File: src/touch_diag_defs.svh
`ifndef TOUCH_DIAG_DEFS_SVH
`define TOUCH_DIAG_DEFS_SVH

// ----------------------------------------------------------------
// register offsets
// ----------------------------------------------------------------
`define TD_OFF_CONTROL      8'h00
`define TD_OFF_TALLY        8'h03
`define TD_OFF_TOUCH_LO     8'h04
`define TD_OFF_TOUCH_HI     8'h05
`define TD_OFF_GND_LO       8'h07
`define TD_OFF_GND_HI       8'h08
`define TD_OFF_PAIR_LO      8'h0A
`define TD_OFF_PAIR_HI      8'h0B
`define TD_OFF_CAP_LO       8'h0D
`define TD_OFF_CAP_HI       8'h0E

// ----------------------------------------------------------------
// field positions and reset values
// ----------------------------------------------------------------
`define TD_OUT_MSB          7
`define TD_OUT_LSB          4
`define TD_MODE_MSB         2
`define TD_MODE_LSB         0
`define TD_TALLY_MSB        3
`define TD_RST_CONTROL      8'h03
`define TD_RST_STATUS       8'h00
`define TD_BUTTONS          10
`define TD_LO_BUTTONS       8

`endif

File: src/touch_diag_pkg.sv
package touch_diag_pkg;

	// device operating mode; codes 101..111 are not valid
	typedef enum logic [2:0] {
		MODE_NORMAL     = 3'b000,
		MODE_LIGHT_CFG  = 3'b001,
		MODE_DEVICE_CFG = 3'b010,
		MODE_LINE_TEST  = 3'b011,
		MODE_DEBUG_DATA = 3'b100
	} op_mode_t;

	typedef logic [7:0] reg_byte_t;

endpackage
File: src/fault_collector.sv
`timescale 1ns/1ps
`default_nettype none

module fault_collector
	import touch_diag_pkg::*;
#(
	parameter int N_BUTTONS = 10
)(
	input  wire logic                 clk_sys,
	input  wire logic                 reset,
	input  wire logic                 ce,
	input  wire logic [N_BUTTONS-1:0] gnd_fault_set,
	input  wire logic [N_BUTTONS-1:0] cap_fault_set,
	input  wire logic                 pair_fault_valid,
	input  wire logic [3:0]           pair_fault_a,
	input  wire logic [3:0]           pair_fault_b,
	output logic      [N_BUTTONS-1:0] gnd_flags,
	output logic      [N_BUTTONS-1:0] pair_flags,
	output logic      [N_BUTTONS-1:0] cap_flags,
	output logic      [N_BUTTONS-1:0] sense_enable
);

	// ----------------------------------------------------------------
	// index to one-hot, used for both buttons of a shorted pair
	// ----------------------------------------------------------------
	function automatic logic [N_BUTTONS-1:0] one_hot(input logic [3:0] idx);
		logic [N_BUTTONS-1:0] v;
		v = '0;
		for (int i = 0; i < N_BUTTONS; i++)
			v[i] = (idx == 4'(i));
		return v;
	endfunction

	wire logic [N_BUTTONS-1:0] pair_set;

	// a detected pair marks both buttons at once
	assign pair_set = pair_fault_valid ? (one_hot(pair_fault_a) | one_hot(pair_fault_b))
		: '0;

	// ----------------------------------------------------------------
	// per-button sticky fault flags, kept until reset is asserted
	// ----------------------------------------------------------------
	genvar g;
	generate
		for (g = 0; g < N_BUTTONS; g++)
		begin : g_btn
			logic gnd_q;
			logic pair_q;
			logic cap_q;
			always_ff @(posedge clk_sys or posedge reset)
			begin
				if (reset)
				begin
					gnd_q  <= 1'b0;
					pair_q <= 1'b0;
					cap_q  <= 1'b0;
				end
				else if (ce)
				begin
					gnd_q  <= gnd_q | gnd_fault_set[g];
					pair_q <= pair_q | pair_set[g];
					cap_q  <= cap_q | cap_fault_set[g];
				end
			end
			assign gnd_flags[g]  = gnd_q;
			assign pair_flags[g] = pair_q;
			assign cap_flags[g]  = cap_q;
			// any fault removes the button from sensing
			assign sense_enable[g] = ~(gnd_q | pair_q | cap_q);
		end
	endgenerate

endmodule // fault_collector

`default_nettype wire

File: src/touch_button_diag_register_bank.sv
// Contract
// registers load initial values, honour access type
// reserved registers store nothing, read undefined
// reserved bits carry no function
// control bits 7..4 drive outputs 3..0
// 0 drives low, 1 high, reset 0
// bits 2:0 select mode, 101-111 invalid
// tally low nibble counts working buttons
// host compares tally with expected count
// failing buttons disabled, excluded from sensing
// status bits: 1 touched, 0 not touched
// buttons 0-7 low reg, 8-9 high reg
// ground short sets flag, disables button
// pair short flags and disables both buttons
// capacitance over 40 pF flags, disables button
// writes to read-only registers are ignored
`timescale 1ns/1ps
`default_nettype none
`include "touch_diag_defs.svh"

module touch_button_diag_register_bank
	import touch_diag_pkg::*;
(
	input  wire logic        clk_sys,
	input  wire logic        reset,
	input  wire logic        ce,
	input  wire logic        reg_wr_en,
	input  wire logic        reg_rd_en,
	input  wire logic [7:0]  reg_addr,
	input  wire logic [7:0]  reg_wr_data,
	output logic      [7:0]  reg_rd_data,
	output logic             reg_rd_valid,
	input  wire logic [9:0]  raw_touch,
	input  wire logic [9:0]  gnd_fault_set,
	input  wire logic [9:0]  cap_fault_set,
	input  wire logic        pair_fault_valid,
	input  wire logic [3:0]  pair_fault_a,
	input  wire logic [3:0]  pair_fault_b,
	input  wire logic        diag_done,
	output logic      [3:0]  host_driven_output,
	output op_mode_t         device_mode,
	output logic      [9:0]  sense_enable
);

	// ----------------------------------------------------------------
	// state
	// ----------------------------------------------------------------
	logic [3:0] out_bits_q;
	logic [3:0] out_bits_d;
	op_mode_t   mode_q;
	op_mode_t   mode_d;
	logic       mode_ok;
	logic [3:0] tally_q;
	logic [9:0] touch_q;
	logic [7:0] rd_data_q;
	logic       rd_valid_q;

	wire logic [9:0] gnd_flags;
	wire logic [9:0] pair_flags;
	wire logic [9:0] cap_flags;

	// ----------------------------------------------------------------
	// popcount of the working-button mask
	// ----------------------------------------------------------------
	function automatic logic [3:0] count_ones(input logic [9:0] v);
		logic [3:0] n;
		n = 4'h0;
		for (int i = 0; i < `TD_BUTTONS; i++)
			n = n + {3'h0, v[i]};
		return n;
	endfunction

	// ----------------------------------------------------------------
	// fault flags and button enables
	// ----------------------------------------------------------------
	fault_collector #(
		.N_BUTTONS(`TD_BUTTONS)
	) u_faults (
		.clk_sys          (clk_sys),
		.reset            (reset),
		.ce               (ce),
		.gnd_fault_set    (gnd_fault_set),
		.cap_fault_set    (cap_fault_set),
		.pair_fault_valid (pair_fault_valid),
		.pair_fault_a     (pair_fault_a),
		.pair_fault_b     (pair_fault_b),
		.gnd_flags        (gnd_flags),
		.pair_flags       (pair_flags),
		.cap_flags        (cap_flags),
		.sense_enable     (sense_enable)
	);

	// ----------------------------------------------------------------
	// address decode
	// ----------------------------------------------------------------
	wire logic wr_ctrl;
	wire logic [7:0] ctrl_view;
	wire logic [7:0] tally_view;
	wire logic [7:0] touch_lo_view;
	wire logic [7:0] touch_hi_view;
	wire logic [7:0] gnd_lo_view;
	wire logic [7:0] gnd_hi_view;
	wire logic [7:0] pair_lo_view;
	wire logic [7:0] pair_hi_view;
	wire logic [7:0] cap_lo_view;
	wire logic [7:0] cap_hi_view;
	wire logic [7:0] rd_mux;

	// only the control register accepts writes
	assign wr_ctrl = ce && reg_wr_en && (reg_addr == `TD_OFF_CONTROL);

	// read views; unused bits read zero
	assign ctrl_view     = {out_bits_q, 1'b0, mode_q};
	assign tally_view    = {4'h0, tally_q};
	assign touch_lo_view = touch_q[`TD_LO_BUTTONS-1:0];
	assign touch_hi_view = {6'h00, touch_q[9:`TD_LO_BUTTONS]};
	assign gnd_lo_view   = gnd_flags[`TD_LO_BUTTONS-1:0];
	assign gnd_hi_view   = {6'h00, gnd_flags[9:`TD_LO_BUTTONS]};
	assign pair_lo_view  = pair_flags[`TD_LO_BUTTONS-1:0];
	assign pair_hi_view  = {6'h00, pair_flags[9:`TD_LO_BUTTONS]};
	assign cap_lo_view   = cap_flags[`TD_LO_BUTTONS-1:0];
	assign cap_hi_view   = {6'h00, cap_flags[9:`TD_LO_BUTTONS]};

	// read select; reserved offsets store nothing and read zero
	assign rd_mux =
		(reg_addr == `TD_OFF_CONTROL)  ? ctrl_view     :
		(reg_addr == `TD_OFF_TALLY)    ? tally_view    :
		(reg_addr == `TD_OFF_TOUCH_LO) ? touch_lo_view :
		(reg_addr == `TD_OFF_TOUCH_HI) ? touch_hi_view :
		(reg_addr == `TD_OFF_GND_LO)   ? gnd_lo_view   :
		(reg_addr == `TD_OFF_GND_HI)   ? gnd_hi_view   :
		(reg_addr == `TD_OFF_PAIR_LO)  ? pair_lo_view  :
		(reg_addr == `TD_OFF_PAIR_HI)  ? pair_hi_view  :
		(reg_addr == `TD_OFF_CAP_LO)   ? cap_lo_view   :
		(reg_addr == `TD_OFF_CAP_HI)   ? cap_hi_view   :
		8'h00;

	// ----------------------------------------------------------------
	// control register next value
	// ----------------------------------------------------------------
	// an invalid mode code leaves the mode as it was
	always_comb
	begin
		mode_ok = 1'b1;
		mode_d  = mode_q;
		unique case (reg_wr_data[`TD_MODE_MSB:`TD_MODE_LSB])
			3'b000: mode_d = MODE_NORMAL;
			3'b001: mode_d = MODE_LIGHT_CFG;
			3'b010: mode_d = MODE_DEVICE_CFG;
			3'b011: mode_d = MODE_LINE_TEST;
			3'b100: mode_d = MODE_DEBUG_DATA;
			default: mode_ok = 1'b0;
		endcase
	end

	assign out_bits_d = reg_wr_data[`TD_OUT_MSB:`TD_OUT_LSB];

	// control register, reset value 03h
	always_ff @(posedge clk_sys or posedge reset)
	begin
		if (reset)
		begin
			out_bits_q <= 4'(`TD_RST_CONTROL >> `TD_OUT_LSB);
			mode_q     <= op_mode_t'(3'(`TD_RST_CONTROL));
		end
		else if (wr_ctrl)
		begin
			out_bits_q <= out_bits_d;
			if (mode_ok)
				mode_q <= mode_d;
		end
	end

	// ----------------------------------------------------------------
	// status registers
	// ----------------------------------------------------------------
	// live touch state, masked by the enables; tally caught at diag end
	always_ff @(posedge clk_sys or posedge reset)
	begin
		if (reset)
		begin
			touch_q <= 10'h000;
			tally_q <= 4'h0;
		end
		else if (ce)
		begin
			touch_q <= raw_touch & sense_enable;
			if (diag_done)
				tally_q <= count_ones(sense_enable);
		end
	end

	// ----------------------------------------------------------------
	// read port
	// ----------------------------------------------------------------
	// read data is registered and answers one cycle after the strobe
	always_ff @(posedge clk_sys or posedge reset)
	begin
		if (reset)
		begin
			rd_data_q  <= `TD_RST_STATUS;
			rd_valid_q <= 1'b0;
		end
		else if (ce)
		begin
			rd_valid_q <= reg_rd_en;
			if (reg_rd_en)
				rd_data_q <= rd_mux;
		end
	end

	assign reg_rd_data        = rd_data_q;
	assign reg_rd_valid       = rd_valid_q;
	assign host_driven_output = out_bits_q;
	assign device_mode        = mode_q;

	// ----------------------------------------------------------------
	// checks
	// ----------------------------------------------------------------
	property p_out_write;
		@(posedge clk_sys) disable iff (reset)
		wr_ctrl |=> (host_driven_output == $past(reg_wr_data[7:4]));
	endproperty
	a_out_write: assert property (p_out_write) else $error("output bits not written");

	property p_mode_legal;
		@(posedge clk_sys) disable iff (reset)
		(wr_ctrl && reg_wr_data[2:0] > 3'b100) |=> $stable(device_mode);
	endproperty
	a_mode_legal: assert property (p_mode_legal) else $error("invalid mode accepted");

	property p_mode_write;
		@(posedge clk_sys) disable iff (reset)
		(wr_ctrl && reg_wr_data[2:0] <= 3'b100) |=> (device_mode == $past(reg_wr_data[2:0]));
	endproperty
	a_mode_write: assert property (p_mode_write) else $error("valid mode not taken");

	property p_tally;
		@(posedge clk_sys) disable iff (reset)
		(ce && diag_done) |=> (tally_q == $countones($past(sense_enable)));
	endproperty
	a_tally: assert property (p_tally) else $error("tally wrong");

	property p_touch_masked;
		@(posedge clk_sys) disable iff (reset)
		ce |=> ((touch_q & ~$past(sense_enable)) == 10'h000);
	endproperty
	a_touch_masked: assert property (p_touch_masked) else $error("disabled button sensed");

	property p_gnd;
		@(posedge clk_sys) disable iff (reset)
		(ce && gnd_fault_set != 10'h000) |=>
			(((gnd_flags & $past(gnd_fault_set)) == $past(gnd_fault_set))
			&& ((sense_enable & $past(gnd_fault_set)) == 10'h000));
	endproperty
	a_gnd: assert property (p_gnd) else $error("ground short not flagged");

	property p_pair;
		@(posedge clk_sys) disable iff (reset)
		(ce && pair_fault_valid && pair_fault_a < 4'hA && pair_fault_b < 4'hA) |=>
			(pair_flags[$past(pair_fault_a)] && pair_flags[$past(pair_fault_b)]
			&& !sense_enable[$past(pair_fault_a)] && !sense_enable[$past(pair_fault_b)]);
	endproperty
	a_pair: assert property (p_pair) else $error("pair short not flagged on both");

	property p_cap;
		@(posedge clk_sys) disable iff (reset)
		(ce && cap_fault_set != 10'h000) |=>
			(((cap_flags & $past(cap_fault_set)) == $past(cap_fault_set))
			&& ((sense_enable & $past(cap_fault_set)) == 10'h000));
	endproperty
	a_cap: assert property (p_cap) else $error("capacitance fault not flagged");

	property p_ro_write;
		@(posedge clk_sys) disable iff (reset)
		(ce && reg_wr_en && reg_addr == `TD_OFF_GND_LO && gnd_fault_set == 10'h000)
			|=> $stable(gnd_flags);
	endproperty
	a_ro_write: assert property (p_ro_write) else $error("read-only register changed");

	property p_reserved;
		@(posedge clk_sys) disable iff (reset)
		(ce && reg_rd_en && (reg_addr == 8'h01 || reg_addr == 8'h06))
			|=> (reg_rd_valid && reg_rd_data == 8'h00);
	endproperty
	a_reserved: assert property (p_reserved) else $error("reserved read not zero");

	property p_hi_map;
		@(posedge clk_sys) disable iff (reset)
		(ce && reg_rd_en && reg_addr == `TD_OFF_TOUCH_HI)
			|=> (reg_rd_data == {6'h00, $past(touch_q[9:8])});
	endproperty
	a_hi_map: assert property (p_hi_map) else $error("high status mapping wrong");

	property p_reset_ctrl;
		@(posedge clk_sys)
		$fell(reset) |-> (device_mode == MODE_LINE_TEST && host_driven_output == 4'h0);
	endproperty
	a_reset_ctrl: assert property (p_reset_ctrl) else $error("control reset value wrong");

endmodule // touch_button_diag_register_bank

`default_nettype wire

File: config.mk
export PLATFORM = sky130hd
export DESIGN_NAME = touch_button_diag_register_bank
export DESIGN_NICKNAME = d
export VERILOG_FILES = /design/src/touch_diag_pkg.sv /design/src/fault_collector.sv /design/src/touch_button_diag_register_bank.sv
export VERILOG_INCLUDE_DIRS = /design/src
export SDC_FILE = /design/constraint.sdc
export NUM_CORES = 1
export LEC_CHECK = 0
export BUFFER_PORTS_ARGS = -buffer_cell sky130_fd_sc_hd__buf_2
export CAP_MARGIN = 15
export CORE_ASPECT_RATIO = 1.25
export CORE_MARGIN = 2
export CORE_UTILIZATION = 52
export DETAILED_ROUTE_END_ITERATION = 6
export HOLD_SLACK_MARGIN = 0.02
export PLACE_DENSITY = 0.8
export REMOVE_ABC_BUFFERS = 1
export SLEW_MARGIN = 20
export SYNTH_ARGS = -nofsm -noshare
export SYNTH_HDL_FRONTEND = slang
export SYNTH_SLANG_ARGS = --single-unit
File: constraint.sdc
create_clock -name clk_sys -period 3.96 [get_ports clk_sys]
set_input_delay 0.396 -clock clk_sys [delete_from_list [all_inputs] [get_ports clk_sys]]
set_output_delay 0.396 -clock clk_sys [all_outputs]
set_load 0.05 [all_outputs]
======== After elaboration in Yosys (flattened, before gate mapping) ========
Index checks and enable logic that the tools add are counted.
Widths: inputs -> output; s select.
operators by class
  bitwise gates (word level) .............. 62
  add/subtract/negate cells ............... 9
  equality and inequality tests ........... 31
  mux-type cells .......................... 13
  reductions and logical operators ........ 11
operators with widths
  operator            count
  $mux 8              9
  $or 1x1->1          50
  $eq 8x4->1 const B  5
  $eq 4x3->1 const B  8
  $add 4x1->4         6
  $eq 8x3->1 const B  3
  $eq 4x2->1 const B  4
  $eq 4x4->1 const B  4
  $pmux 3 s5          1
  $and 10x10->10      1
  $mux 10             1
  $not 1->1           10
  $or 10x10->10       1
  $eq 4x1->1 const B  2
  $eq 8x2->1 const B  1
  $logic_not 4->1     2
  $logic_not 8->1     1
  $eq 3x2->1 const B  2
  $reduce_bool 5->1   1
  $reduce_or 5->1     1
  $add 3x1->4         1
  $reduce_and 2->1    2
  $add 2x1->3         1
  $eq 3x1->1 const B  1
  7 further kinds     8
word-level totals
  output and inout port bits .............. 26
  bits in registers ....................... 60
  logic and storage cells ................. 162
  input bits .............................. 61

======== Longest topological paths before layout ========
Gate-level depths: netlist of run 1.
  word-level depth ........................ 12
  mapped depth ............................ 11
  mapped depth without buffers ............ 11

======== Modules after synthesis ========
A second synthesis of run 1 with hierarchy kept.
second synthesis, totals
  cells, all modules ...................... 356
  area total of the unflattened synthesis .. 3,450.8 um2
by module, submodules not included
  module                           instances  seq. area each (um2)  cells an instance  area an instance (um2)
  touch_button_diag_register_bank  1          753.2                 229                2,009.4
  fault_collector                  1          750.7                 127                1,441.4

======== Worst setup path before layout of run 1 ========
OpenSTA, ideal clock, no wires.
  path kind ............................... register to register
  start ................................... register u_faults.g_btn[0].gnd_q
  end ..................................... register tally_q[2]
  path slack .............................. -0.184 ns
  library setup time ...................... 0.130 ns
  cell stages (with the launch flop) ...... 10
  path buffers ............................ 0
  data required time ...................... 3.830 ns
  period minus slack after synthesis ...... 4.144 ns
  arrival time ............................ 4.014 ns
  cells stage by stage .................... dfrtp_1 > nor3_1 > fa_1 > fa_1 > fa_1 > ha_1 > inv_1 > fa_1 > xnor2_1 > o21ai_0
on the way
  longest elaborated chain between the ends .. 12
ends and longest elaborated chain
  element                   line                                    source
  start: declaration        fault_collector.sv:47                   logic gnd_q;
  start signal: assignment  fault_collector.sv:60                   gnd_q <= gnd_q | gnd_fault_set[g];
  $or 1x1->1 (2 in a row)   fault_collector.sv:69                   assign sense_enable[g] = ~(gnd_q | pair_q | cap_q);
  $not 1->1                 fault_collector.sv:69
  net sense_enable[0]       touch_button_diag_register_bank.sv:42   output logic [9:0] sense_enable
  $add 1x1->2               touch_button_diag_register_bank.sv:69   n = n + {3'h0, v[i]};
  $add 2x1->3               touch_button_diag_register_bank.sv:69
  $add 3x1->4               touch_button_diag_register_bank.sv:69
  $add 4x1->4 (6 in a row)  touch_button_diag_register_bank.sv:69
  end signal: assignment    touch_button_diag_register_bank.sv:189  tally_q <= count_ones(sense_enable);
  end: declaration          touch_button_diag_register_bank.sv:53   logic [3:0] tally_q;
The timed path passes the listed nets, and every way through them passes these cells.
A chain may end at the register's enable or synchronous reset.

======== Final worst setup path of run 1 ========
  start ................................... register u_faults.g_btn[0].gnd_q
  end ..................................... register tally_q[2]
on the way
  longest elaborated chain between the ends .. 12
ends and longest elaborated chain
  element                   line
  $or 1x1->1 (2 in a row)   fault_collector.sv:69
  $not 1->1                 fault_collector.sv:69
  $add 1x1->2               touch_button_diag_register_bank.sv:69
  $add 2x1->3               touch_button_diag_register_bank.sv:69
  $add 3x1->4               touch_button_diag_register_bank.sv:69
  $add 4x1->4 (6 in a row)  touch_button_diag_register_bank.sv:69
No other way between the ends.

==> impl_metrics.toml, run 1 <==
[place]
pre_cts_ws_ns = 0.573
gp_congestion = 0.973
post_dp_cell_area_sq_um = 3540
dp_hpwl_um = 5820
io_buffers = 85
dp.cells = 451

[timing]
fin_ws_ns = 0.567
finalSetupViolCount = 0
worst_pin_slew_ns = 1.03
slew-limit-headroom_pct = 30.7
final.period_utilization_pct = 85.7
drv_slew = 0
hold_violations = 0
skew_ns = 0.0107
fmax_ghz = 0.295
timing.final.crit_period_ns = 3.39
rsz0062_at_grt = "false"

[pwr]
power.leakage_nw = 1.67
combPwrFrac_pct = 12.7
p_int_uw = 927
swShare_pct = 27.1
power_density_nw_per_um2 = 344
peakVddDrop_v = 0.000189
clkPwrFrac_pct = 34.9
pwr-share-seq_pct = 52.4
p_switching_uw = 345

[synthesis]
ys.flop_type = "dfrtp_1"
synth_cell_types = 43
ys_warn_count = 0
synth_cells = 310
synthesis.area_sq_um = 3070
synth-edff-count = 0
syn_area_per_cell_sq_um = 9.89
synthArstFlopShare_pct = 100
seq_area_frac_synth_pct = 49.0
synth-seq-cells = 60

[routing]
first_pass_iters = 4
wl_um = 7620
drc = 0
m1WireLength_um = 3200
wl_met2_um = 3900
drt_iter0_markers = 175
postRouteAntennaNets = 0
vias_per_cell = 5.74
num_vias = 2682
dr.max_layer_used = "met4"
wl_met3_um = 393
wl_per_cell_um = 16.3

[cts]
holdBufCountCts = 0
cts_max_level = 3
cts_setup_buffers = 0
clock_sinks = 60
cts.path.max_buffers = 2
cts_tree = "built"
numCtsBuffers = 9
clock_latency_ns = 0.33
clk_pin_slew_ns = 0.06
post_cts_resized = 0
root_buffer = "clkbuf_8"

[finish]
area_delta_synth_final_pct = 20.5
fillers = 487
drive_gt1_share_pct = 27.9
diodes = 0
finalNonFillerCells = 467
finish.net_count = 465
final_area_sq_um = 3690

[die]
coreArea_sq_um = 5740
die_area_sq_um = 6530
chipWidth_um = 72.7
rows = 31
start_util_pct = 53.4
num_io_pins = 87
fp.dieH_um = 89.9

[job]
maxCapViolCount = 0

[grt]
grt_pass1_vias = 2587
grt_overflow_total = 0
grt_max_degree = 36
grt_pass1_wl_um = 12500
grtUsageTotal_pct = 24.9
antenna_found_initial = 0

[worst_setup_path]
crit_type = "reg -> reg"
ff2ff_setup_slack_ns = 0.57
cp-start-kind = "register"
cp.required_ns = 4.17
cp.arrival_ns = 3.60
endpoint_kind = "register"
path_max_fanout = 3

[outcome]
status = "finished, final reports clean"

[min_path]
hp-class = "in -> async"
cell type report:
class | count | area, sq um | share of cell area [%]
Tap cell | 66 | 82.6 | 2.24
Multi-Input combinational cell | 211 | 1410 | 38.1
Inverter | 26 | 97.6 | 2.64
Clock buffer | 13 | 139 | 3.76
Clock inverter | 3 | 15.0 | 0.406
Sequential cell | 60 | 1500 | 40.7
Timing Repair Buffer | 88 | 448 | 12.1
registers in the layout (all words and copies together), names as in the netlist:
name	cells
touch_q	10
u_faults.g_btn.cap_q	10
u_faults.g_btn.gnd_q	10
u_faults.g_btn.pair_q	10
reg_rd_data	8
host_driven_output	4
tally_q	4
device_mode	3
reg_rd_valid	1
Yosys cell counts, types with 6 or more instances:
cell	number	share of area, %
inv_1	26	3.2
nor2b_1	12	2.4
a21o_1	16	3.9
a221oi_1	6	1.7
a21oi_1	15	2.4
nand2_1	28	3.4
o21ai_0	16	2.6
dfrtp_1	58	47
a22oi_1	13	3.2
fa_1	6	3.9
nor3_1	10	1.6
nor2_1	13	1.6
o21bai_1	11	2.7
nand3_1	12	2.0
clkbuf_1	9	1.1
through the flow:
stage	hold slack, ns	power [mW]	utilization [%]	setup TNS, ns
global placement	0.445	0.833	61.7	0
CTS	0.111	1.28	64.4	0
finish	0.0939	1.27	64.4	0
detailed placement	0.456	0.838	61.7	0
global route	0.136	1.33	64.4	0
floorplan	0.433	0.759	-	-0.334
final timing paths:
path,from,depth (start not counted),to
worst min register to register,u_faults.g_btn[9].cap_q,2,u_faults.g_btn[9].cap_q
worst max register to register,u_faults.g_btn[0].gnd_q,9,tally_q[2]
max in group asynchronous,reset,3,u_faults.g_btn[9].cap_q
worst max-delay path,u_faults.g_btn[0].gnd_q,9,tally_q[2]
worst min-delay path,reset,2,reg_rd_valid
min in group clk_sys,cap_fault_set[5],2,u_faults.g_btn[5].cap_q
power groups by stage:
stage	sequential (mW)	combinational, mW	clock (mW)
final	0.666	0.161	0.444
after CTS	0.666	0.162	0.454
after global routing	0.669	0.178	0.483
after global placement	0.676	0.157	0
after floorplan	0.693	0.0662	0
after detailed placement	0.676	0.162	0
cells by family (layout without fill, tap and decap cells):
| family | Yosys count | after routing | share of synthesized area [%] |
|---|---|---|---|
| muxes | 5 | 5 | 1.84 |
| adders and majority gates | 8 | 8 | 4.73 |
| xor gates and xnor gates | 1 | 1 | 0.286 |
| buffers and inverters | 39 | 130 | 5.02 |
| and+or+nand+nor | 94 | 94 | 15.7 |
| DFF | 60 | 60 | 49.0 |
| AOI/OAI and AO/OA | 103 | 103 | 23.3 |
placed cells by master (no fill, tap or decap), types with 5 or more instances in the layout:
| master | count |
|---|---|
| nand3_1 | 12 |
| nor3_1 | 10 |
| a221oi_1 | 6 |
| nand2_1 | 28 |
| nor2b_1 | 12 |
| buf_2 | 85 |
| inv_1 | 25 |
| fa_1 | 6 |
| clkbuf_8 | 9 |
| dfrtp_1 | 58 |
| mux2_2 | 5 |
| a21o_1 | 16 |
| nor2_1 | 13 |
| o21ai_0 | 16 |
| a21oi_1 | 15 |
| a22oi_1 | 13 |
| o21bai_1 | 11 |
worst max-delay path, cell delays in order (launching register included):
cell	delay, ns
dfrtp_1	0.39
nor3_1	0.50
fa_1	0.55
fa_1	0.49
fa_1	0.50
ha_1	0.16
inv_1	0.06
fa_1	0.38
xnor2_1	0.15
o21ai_0	0.09
per-layer routing:
layer	global-route usage, %	vias to the layer above
met1	32.7	1301
li1	-	1285
met2	40.2	87
met4	10.5	0
met5	0	-
met3	4.48	9
No activity file was read; power rests on OpenSTA's default activity.
==> run 2, diff against run 1 <==
CORE_UTILIZATION = 47   (was 52)
PLACE_DENSITY = 0.76   (was 0.8)
clock period = 3.1 ns   (was 3.96 ns; I/O delays follow)
==> impl_metrics.toml, run 2 (synthesis results as in run 1) <==
[grt]
met1_usage_pct = 28.7
grt_pass1_wl_um = 13300
grt_max_degree = 32
use_met3_pct = 6.15
grt_pass1_vias = 2860
busiest_layer = "met2"
grtUsageMet2_pct = 41.2
antenna_found_initial = 0
grtUsageTotal_pct = 23.9
grt_overflow_total = 0

[die]
start_util_pct = 49.1
chipWidth_um = 76.3
num_io_pins = 87
die_area_sq_um = 7190
coreArea_sq_um = 6250
fp.dieH_um = 94.3
rows = 32

[finish]
area_delta_synth_final_pct = 28.6
drive_gt1_share_pct = 33.5
layout_commonest_cell = "buf_2"
utilization_pct = 63.1
fillers = 527
finalNonFillerCells = 506
area.sequential_sq_um = 1500
multi_input_area_sq_um = 1420
final_area_sq_um = 3940
diodes = 0
mostFrequentLayoutCells = "85 x buf_2, 58 x dfrtp_1, 28 x nand2_1, 24 x inv_1, 24 x buf_4"
finish.net_count = 486

[worst_setup_path]
reg2regPathDepth = 9
crit_type = "reg -> reg"
ff2ff_setup_slack_ns = -0.09
r2r_start = "u_faults.g_btn[7].gnd_q"
cpPeakStageDelay_ns = 0.53
cpMostUsedCell = "fa_1"
cp_cell_sequence = "or3_4 -> fa_1 -> inv_1 -> fa_1 -> fa_1 -> ha_2 -> inv_2 -> fa_2 -> o21ai_1"
cp.arrival_ns = 3.42
crit_start = "u_faults.g_btn[7].gnd_q"
endpoint = "tally_q[1]"
critPathSlowestCell = "fa_1"
cp-start-kind = "register"
endpoint_kind = "register"
cp.required_ns = 3.32
path_max_fanout = 2
reg2reg_to = "tally_q[1]"

[routing]
first_pass_iters = 4
wl_um = 8190
wl_per_cell_um = 16.2
drt_iter0_markers = 151
drc = 0
num_vias = 2825
postRouteAntennaNets = 0
vias_per_cell = 5.58

[place]
post_dp_cell_area_sq_um = 3720
dp_hpwl_um = 6180
dp.cells = 491
pre_cts_ws_ns = -0.160
io_buffers = 85
gp_congestion = 0.839

[cts]
clock_sinks = 60
root_buffer = "clkbuf_8"
cts_tree = "built"
cts_setup_buffers = 0
cts_max_level = 3
clock_latency_ns = 0.34
numCtsBuffers = 9
cts.path.max_buffers = 2
clk_pin_slew_ns = 0.07

[pwr]
p_switching_uw = 463
swShare_pct = 25.8
power_density_nw_per_um2 = 455
p_int_mw = 1.33
clkPwrFrac_pct = 39.8
power.leakage_nw = 1.79
combPwrFrac_pct = 12.9
peakVddDrop_v = 0.000265
pwr-share-seq_pct = 47.3

[timing]
final.period_utilization_pct = 103
skew_ns = 0.00833
drv_slew = 0
slew-limit-headroom_pct = 53.0
finalSetupViolCount = 2
fmax_ghz = 0.313
worst_pin_slew_ns = 0.703
fin_ws_ns = -0.0942
rsz0062_at_grt = "true"
hold_violations = 0
hold_slack_ns = 0.0460
timing.final.crit_period_ns = 3.19

[job]
maxCapViolCount = 0

[min_path]
hp-class = "in -> async"

[outcome]
status = "finished, violations left"
violations = "negative setup slack"
==> run 2: changes by cell type in the layout (fill, tap and decap cells not counted), sizes merged <==
cell and change:
clkbuf +2, buf +21, clkinv -3
==> run 2: what timing repair did <==
action                                 CTS  global route
cloned                                   0             0
gates resized for setup                  6             1
pin swaps                                0             1
setup endpoints to repair                2             2
endpoints found under the hold margin    0             0
hold buffers                             0             0
==> run 2: cell type report <==
type / count / area share (%)
clock buffer: 15 / 5.23
inverter: 26 / 2.47
tap: 85 / 2.70
sequential: 60 / 38.1
timing repair buffer: 109 / 15.4
multi-input combinational: 211 / 36.1
==> run 2: metrics by stage <==
step                      setup TNS [ns]  total power, mW
after CTS                         -0.196             1.79
final                             -0.170             1.79
after global placement            -0.150             1.08
after global routing              -0.483             1.85
after floorplan                    -3.53            0.970
after detailed placement          -0.267             1.09
==> run 2: critical path, delay by kind of cell, from the launching register on <==
kind	cells	cell delay, ns
adder cells (fa/ha/maj)	5	2.17
AND/OR/NAND/NOR	1	0.40
flip-flops	1	0.37
buffers and inverters	2	0.09
AO/OA/AOI/OAI	1	0.06
==> run 2: per-layer routing <==
metal,up-vias,wire [um],share of wire [%]
li1,1336,-,-
met1,1367,3370,41
met2,105,4210,51
met3,17,366,4.5
met4,0,235,2.9
met5,-,0,0
==> run 2: worst min path at each step <==
stage	from	endpoint	slack [ns]	depth (start not counted)
2_1_floorplan	reg_wr_data[1]	device_mode[1]	0.41	2
6_report	reset	reg_rd_data[6]	0.05	2
3_3_place_gp	reset	host_driven_output[2]	0.42	2
3_5_place_dp	reset	host_driven_output[3]	0.44	2
4_1_cts	reset	host_driven_output[3]	0.07	2
5_1_grt	reset	host_driven_output[3]	0.11	2
==> run 2: power by group through the flow <==
| stage | clock network, mW | registers (mW) | logic [mW] |
|---|---|---|---|
| after detailed placement | 0 | 0.861 | 0.231 |
| after CTS | 0.715 | 0.847 | 0.232 |
| final | 0.713 | 0.848 | 0.232 |
| after global routing | 0.745 | 0.851 | 0.254 |
| after floorplan | 0 | 0.885 | 0.0846 |
| after global placement | 0 | 0.859 | 0.226 |
